File: config.mk
export PLATFORM = sky130hd
export DESIGN_NAME = pbs_sequencer
export DESIGN_NICKNAME = d
export VERILOG_FILES = /design/src/pbs_pkg.sv /design/src/pbs_sequencer.sv /design/src/pbs_timebase.sv
export VERILOG_INCLUDE_DIRS = /design/src
export SDC_FILE = /design/constraint.sdc
export NUM_CORES = 1
export LEC_CHECK = 0
export BUFFER_PORTS_ARGS = -buffer_cell sky130_fd_sc_hd__clkbuf_2
export CORE_ASPECT_RATIO = 1.25
export CORE_MARGIN = 5
export CORE_UTILIZATION = 44
export DETAILED_ROUTE_END_ITERATION = 10
export SKIP_LAST_GASP = 1
export SYNTH_ARGS = -nofsm -noshare
export SYNTH_HDL_FRONTEND = slang
export SYNTH_SLANG_ARGS = --single-unit
File: constraint.sdc
create_clock -name mclk -period 5.7 [get_ports mclk]
set_input_delay 0.285 -clock mclk [delete_from_list [all_inputs] [get_ports mclk]]
set_output_delay 0.285 -clock mclk [all_outputs]
set_load 0.02 [all_outputs]
File: src/pbs_defines.svh
`ifndef PBS_DEFINES_SVH
`define PBS_DEFINES_SVH
// -----------------------------------------------------------------
// timebase and interval constants
// -----------------------------------------------------------------
`define PBS_CLK_HZ        100000000
`define PBS_TICK_US       1000
`define PBS_TICK_CYC      ((`PBS_CLK_HZ / 1000000) * `PBS_TICK_US)
`define PBS_DEBOUNCE_MS   32
`define PBS_BLANK_MS      512
`define PBS_OFF_DELAY_MS  1024
`define PBS_LOCKOUT_MS    256
`define PBS_KILL_PW_US    30
`define PBS_KILL_PW_CYC   ((`PBS_CLK_HZ / 1000000) * `PBS_KILL_PW_US)
`endif

File: src/pbs_pkg.sv
`default_nettype none
package pbs_pkg;
  typedef enum logic [2:0] {
    PBS_OFF, PBS_ON_DB, PBS_BLANK, PBS_REL_DB, PBS_RUN, PBS_OFF_DB,
    PBS_OFF_WAIT, PBS_LOCK
  } pbs_state_t;
  typedef struct packed {
    logic en_asserted;
    logic int_asserted;
  } pbs_out_t;
endpackage
`default_nettype wire

File: src/pbs_sequencer.sv
`timescale 1ns/1ps
`default_nettype none
`include "pbs_defines.svh"
// Operation
// - enable after on debounce plus trim
// - turn-off after off debounce plus trim
// - 512ms blanking ignores kill and button
// - kill low at blank end aborts
// - kill low releases enable when running
// - validated off press drives interrupt low
// - 1024ms delay, kill ends it early
// - delay expiry releases enable
// - 256ms button lockout after release
// - delay timed from interrupt fall only
// - enable polarity chosen by variant
// - button low restarts release debounce
// - debounce button release 32ms
// - reset releases enable and interrupt
module pbs_sequencer #(
  parameter int       TICK_CYC           = `PBS_TICK_CYC,
  parameter int       TURN_ON_DELAY_TRIM = 0,
  parameter int       TURN_OFF_DELAY_TRIM = 0,
  parameter bit       ENABLE_ACTIVE_LOW  = 1'b0
) (
  input  wire logic mclk,
  input  wire logic rst,
  input  wire logic push_button_n,
  input  wire logic kill_n,
  output var  logic enable_out,
  output var  logic enable_oe,
  output var  logic int_n_out,
  output var  logic int_n_oe
);
  // -----------------------------------------------------------------
  // interval lengths in ticks, kill pulse width in clock cycles
  // -----------------------------------------------------------------
  localparam logic [15:0] ON_TICKS  =
    16'(`PBS_DEBOUNCE_MS + TURN_ON_DELAY_TRIM);
  localparam logic [15:0] OFF_TICKS =
    16'(`PBS_DEBOUNCE_MS + TURN_OFF_DELAY_TRIM);
  localparam logic [15:0] DB_TICKS    = 16'(`PBS_DEBOUNCE_MS);
  localparam logic [15:0] BLANK_TICKS = 16'(`PBS_BLANK_MS);
  localparam logic [15:0] OFFD_TICKS  = 16'(`PBS_OFF_DELAY_MS);
  localparam logic [15:0] LOCK_TICKS  = 16'(`PBS_LOCKOUT_MS);
  localparam logic [15:0] KPW_CYC     = 16'(`PBS_KILL_PW_CYC);

  pbs_pkg::pbs_state_t state_q;
  pbs_pkg::pbs_out_t   out_q;
  logic                tick;
  logic [1:0]          pb_sync_q;
  logic [1:0]          kill_sync_q;
  logic [15:0]         tcnt_q;
  logic [15:0]         kcnt_q;
  logic                kill_low_q;
  logic                pb_low;
  logic                tdone_on;
  logic                tdone_off;
  logic                tdone_db;

  // -----------------------------------------------------------------
  // shared timebase
  // -----------------------------------------------------------------
  pbs_timebase #(
    .TICK_CYC (TICK_CYC)
  ) u_tb (
    .mclk (mclk),
    .rst  (rst),
    .tick (tick)
  );

  // two flop synchronisers for the pins
  always_ff @(posedge mclk) begin
    if (rst) begin
      pb_sync_q   <= 2'h3;
      kill_sync_q <= 2'h0;
    end else begin
      pb_sync_q   <= {pb_sync_q[0], push_button_n};
      kill_sync_q <= {kill_sync_q[0], kill_n};
    end
  end

  assign pb_low = ~pb_sync_q[1];

  // kill low qualified by minimum pulse width
  always_ff @(posedge mclk) begin
    if (rst) begin
      kcnt_q     <= 16'h0;
      kill_low_q <= 1'b0;
    end else if (kill_sync_q[1]) begin
      kcnt_q     <= 16'h0;
      kill_low_q <= 1'b0;
    end else if (kcnt_q >= KPW_CYC - 16'h1) begin
      kill_low_q <= 1'b1;
    end else begin
      kcnt_q <= kcnt_q + 16'h1;
    end
  end

  assign tdone_on  = tick && (tcnt_q >= ON_TICKS - 16'h1);
  assign tdone_off = tick && (tcnt_q >= OFF_TICKS - 16'h1);
  assign tdone_db  = tick && (tcnt_q >= DB_TICKS - 16'h1);

  // -----------------------------------------------------------------
  // sequencing state machine
  // -----------------------------------------------------------------
  // state and interval counter; counter clears on every transition except PBS_ON_DB to PBS_OFF and PBS_OFF_DB to PBS_RUN
  always_ff @(posedge mclk) begin
    if (rst) begin
      state_q <= pbs_pkg::PBS_OFF;
      tcnt_q  <= 16'h0;
    end else begin
      if (tick) begin
        tcnt_q <= tcnt_q + 16'h1;
      end
      unique case (state_q)
        pbs_pkg::PBS_OFF: begin
          tcnt_q <= 16'h0;
          if (pb_low) begin
            state_q <= pbs_pkg::PBS_ON_DB;
          end
        end
        pbs_pkg::PBS_ON_DB: begin
          if (!pb_low) begin
            state_q <= pbs_pkg::PBS_OFF;
          end else if (tdone_on) begin
            state_q <= pbs_pkg::PBS_BLANK;
            tcnt_q  <= 16'h0;
          end
        end
        pbs_pkg::PBS_BLANK: begin
          if (tick && tcnt_q >= BLANK_TICKS - 16'h1) begin
            tcnt_q <= 16'h0;
            if (!kill_sync_q[1]) begin
              state_q <= pbs_pkg::PBS_LOCK;
            end else begin
              state_q <= pbs_pkg::PBS_REL_DB;
            end
          end
        end
        pbs_pkg::PBS_REL_DB: begin
          if (kill_low_q) begin
            state_q <= pbs_pkg::PBS_LOCK;
            tcnt_q  <= 16'h0;
          end else if (pb_low) begin
            tcnt_q <= 16'h0;
          end else if (tdone_db) begin
            state_q <= pbs_pkg::PBS_RUN;
            tcnt_q  <= 16'h0;
          end
        end
        pbs_pkg::PBS_RUN: begin
          tcnt_q <= 16'h0;
          if (kill_low_q) begin
            state_q <= pbs_pkg::PBS_LOCK;
          end else if (pb_low) begin
            state_q <= pbs_pkg::PBS_OFF_DB;
          end
        end
        pbs_pkg::PBS_OFF_DB: begin
          if (kill_low_q) begin
            state_q <= pbs_pkg::PBS_LOCK;
            tcnt_q  <= 16'h0;
          end else if (!pb_low) begin
            state_q <= pbs_pkg::PBS_RUN;
          end else if (tdone_off) begin
            state_q <= pbs_pkg::PBS_OFF_WAIT;
            tcnt_q  <= 16'h0;
          end
        end
        pbs_pkg::PBS_OFF_WAIT: begin
          if (kill_low_q) begin
            state_q <= pbs_pkg::PBS_LOCK;
            tcnt_q  <= 16'h0;
          end else if (tick && tcnt_q >= OFFD_TICKS - 16'h1) begin
            state_q <= pbs_pkg::PBS_LOCK;
            tcnt_q  <= 16'h0;
          end
        end
        pbs_pkg::PBS_LOCK: begin
          // lockout, then release debounce before idle
          if (tcnt_q >= LOCK_TICKS && pb_low) begin
            tcnt_q <= LOCK_TICKS;
          end else if (tick &&
                       tcnt_q >= LOCK_TICKS + DB_TICKS - 16'h1) begin
            state_q <= pbs_pkg::PBS_OFF;
            tcnt_q  <= 16'h0;
          end
        end
      endcase
    end
  end

  // output intent registered from the current state
  always_ff @(posedge mclk) begin
    if (rst) begin
      out_q <= '0;
    end else begin
      out_q.en_asserted  <= (state_q == pbs_pkg::PBS_BLANK) ||
                            (state_q == pbs_pkg::PBS_REL_DB) ||
                            (state_q == pbs_pkg::PBS_RUN) ||
                            (state_q == pbs_pkg::PBS_OFF_DB) ||
                            (state_q == pbs_pkg::PBS_OFF_WAIT);
      out_q.int_asserted <= (state_q == pbs_pkg::PBS_OFF_WAIT);
    end
  end

  // -----------------------------------------------------------------
  // open-drain pin drive
  // -----------------------------------------------------------------
  // sink enable only while pulling the pin low
  always_ff @(posedge mclk) begin
    if (rst) begin
      enable_out <= 1'b0;
      enable_oe  <= ~ENABLE_ACTIVE_LOW;
      int_n_out  <= 1'b0;
      int_n_oe   <= 1'b0;
    end else begin
      enable_out <= 1'b0;
      enable_oe  <= ENABLE_ACTIVE_LOW ? out_q.en_asserted
                                      : ~out_q.en_asserted;
      int_n_out  <= 1'b0;
      int_n_oe   <= out_q.int_asserted;
    end
  end
endmodule
`default_nettype wire

File: src/pbs_timebase.sv
`timescale 1ns/1ps
`default_nettype none
`include "pbs_defines.svh"
module pbs_timebase #(
  parameter int TICK_CYC = `PBS_TICK_CYC
) (
  input  wire logic mclk,
  input  wire logic rst,
  output var  logic tick
);
  logic [31:0] cnt_q;
  // free running divider, one pulse per timebase period
  always_ff @(posedge mclk) begin
    if (rst) begin
      cnt_q <= 32'h0;
      tick  <= 1'b0;
    end else if (cnt_q == 32'(TICK_CYC - 1)) begin
      cnt_q <= 32'h0;
      tick  <= 1'b1;
    end else begin
      cnt_q <= cnt_q + 32'h1;
      tick  <= 1'b0;
    end
  end
endmodule
`default_nettype wire

==> run_results.csv <==
group,metric,value,unit
run_status,status,"finished clean",
finish,stdcell_count,504,
cts,path_clk_slew,0.08,ns
floorplanning,die_height,109,um
global_routing,first_global_vias,2463,
finish,drive_above_1_share,0.0733,
placement,placed_cells,488,
detailed_routing,wl_per_cell,12.2,um
logic_synthesis,netlist_instances,400,
logic_synthesis,seq_area_frac_synth,0.447,
timing,setup_violations,0,
timing,slew_viol_final,0,
hold_path,hold_path.class,"input pin to flop",
global_routing,gr-total-overflow,0,
logic_synthesis,ys_ff_latch,77,
logic_synthesis,yosysMostFrequentCell,"dfxtp_1",
setup_path,r2r_setup_slack,3.05,ns
timing,rsz0062_at_grt,"no",
timing,fin_tns_setup,0,ns
cts,cts.sinks,77,
logic_synthesis,synth_area_leaders,"dfxtp_1 45%, nor2_1 8.2%, xor2_1 7.1%",
logic_synthesis,synth_top_area_share,0.447,
floorplanning,pin_count,8,
global_routing,grt_usage,0.141,
detailed_routing,drc,0,
logic_synthesis,netlist.top_cell.by_area,"dfxtp_1",
cts,post_cts_buffers,0,
floorplanning,fp.coreArea,7750,um2
setup_path,worstSetupEndpointType,"flop",
global_routing,grt_max_degree,33,
placement,gp_congestion,0.823,
detailed_routing,vias,2649,
setup_path,crit_required,5.98,ns
timing,finClkSkew,0.00738,ns
finish,nets,412,
detailed_routing,drtIter0Drc,149,
finish,fillers,773,
detailed_routing,drtAntennaViolNets,0,
logic_synthesis,yosysWarnings,0,
timing,fmax,377,MHz
timing,final.setup.worst_slack,3.05,ns
placement,preCtsSetupSlack,3.07,ns
logic_synthesis,synth.distinct_cells,47,
detailed_routing,via_per_inst,5.26,
detailed_routing,dr.pass1.iters,4,
cts,cts_htree_levels,3,
finish,fin_area,3720,um2
cts,postCtsHoldBufs,0,
pwr,power,0.944,mW
detailed_routing,wirelength,6140,um
cts,cts_root_buf,"clkbuf_8",
pwr,p_per_area,254,nW/um2
cts,cts_made_buffers,9,
placement,place_area,3550,um2
logic_synthesis,synthTopCellsByCount,"77 x dfxtp_1, 75 x nor2_1, 31 x nand2_1",
floorplanning,die_x,89.2,um
cts,post_cts_resized,0,
pwr,p_leak,1.29,nW
timing,max_slew.worst_pin.slew,0.735,ns
logic_synthesis,synth.avg_cell_area,8.63,um2
logic_synthesis,ys.flop_type,"dfxtp_1",
timing,finalCritPeriodShare,0.465,
logic_synthesis,async_flop_share,0,
floorplanning,die_area,9730,um2
setup_path,worstSetupStartpointType,"flop",
logic_synthesis,synth_edf_count,0,
global_routing,antenna_found_initial,0,
timing,hold_viol_final,0,
timing,final.min_clock_period,2.65,ns
cts,cts_buffer_depth,2,
pwr,peakVddDrop,0.104,mV
placement,numPortBuffers,5,
floorplanning,core.rowCount,36,
floorplanning,initial_core_util,0.446,
setup_path,crit_type,"flop to flop",
timing,max_slew_margin,0.505,
setup_path,arrival,2.94,ns
cts,tritoncts,"yes",
finish,n_antenna_cell,0,
finish,syn_to_final_growth,7.83,%
logic_synthesis,synth_area,3450,um2
global_routing,grt_pass1_wl,10900,um
cts,clk_latency,0.35,ns
job,max-cap-violations,0,
placement,hpwl,4270,um
setup_path,worstPathMaxFanout,15,
[cell usage in the layout (no fill, tap or decap), drive strengths merged, types with 4 or more instances in the layout]
master	count
a311oi	4
xnor2	24
ha	4
nand2	31
or3	7
and4	6
a21oi	7
and2	6
o21ai	8
nor4	13
dfxtp	77
xor2	28
clkbuf	20
inv	12
nand3	22
nand4	9
nor3	6
and3	6
nor2	78
[area by class of cell]
class,instances,area [um2],area share
Clock buffer,15,166,0.0447
Multi-Input combinational cell,298,1810,0.487
Clock inverter,1,5.00,0.00134
Sequential cell,77,1540,0.414
Timing Repair Buffer,6,32.5,0.00874
Tap cell,95,119,0.0319
Inverter,12,45.0,0.0121
[per-layer routing]
| metal | GRT usage | part of all wire | vias to the layer above |
|---|---|---|---|
| met1 | 0.178 | 0.50 | 1237 |
| li1 | - | - | 1383 |
| met5 | 0 | 0 | - |
| met4 | 0.0670 | 0.022 | 0 |
| met2 | 0.220 | 0.45 | 17 |
| met3 | 0.0385 | 0.028 | 12 |
[registers in the layout, indices dropped and copies added (netlist names)]
name	count
kill_low_q	1
int_n_oe	1
pb_sync_q	2
kcnt_q	16
u_tb.tick	1
enable_oe	1
state_q	3
kill_sync_q	2
u_tb.cnt_q	32
out_q	2
tcnt_q	16
[critical path, stage by stage, from the launching register on]
cell      delay (ns)
dfxtp_1         0.35
ha_1            0.23
and3_1          0.20
a2111o_1        0.45
a311oi_1        0.40
a21boi_1        0.21
a311oi_1        0.06
a211o_1         0.50
nor2_1          0.19
[stage by stage]
step / utilization / hold slack, ns
floorplan: - / 0.343
global placement: 0.458 / 0.388
detailed placement: 0.458 / 0.391
CTS: 0.480 / 0.107
global route: 0.480 / 0.124
finish: 0.480 / 0.121
[worst paths after layout]
path / start / endpoint / cells past startpoint
worst max-delay path: tcnt_q[0] / tcnt_q[11] / 8
worst min-delay path: push_button_n / pb_sync_q[0] / 2
worst max register to register: tcnt_q[0] / tcnt_q[11] / 8
worst min register to register: out_q[1] / enable_oe / 1
[kinds of logic (layout without fill, tap and decap cells)]
| family | count (synthesis) | count (layout) | synth area share |
|---|---|---|---|
| compound gates | 38 | 38 | 0.0812 |
| xor+xnor | 52 | 52 | 0.132 |
| fa+ha+maj | 4 | 4 | 0.0145 |
| buf+inv | 26 | 34 | 0.0333 |
| flops | 77 | 77 | 0.447 |
| mux | 3 | 3 | 0.00906 |
| other cells | 1 | 2 | 0.00109 |
| simple gates | 199 | 199 | 0.282 |
[where the power goes]
| group | switching [mW] | leakage (nW) | internal [mW] |
|---|---|---|---|
| Sequential | 0.00538 | 0.622 | 0.543 |
| Clock | 0.185 | 0.0877 | 0.182 |
| Combinational | 0.0185 | 0.584 | 0.00956 |
No activity file was read; power rests on OpenSTA's default activity.
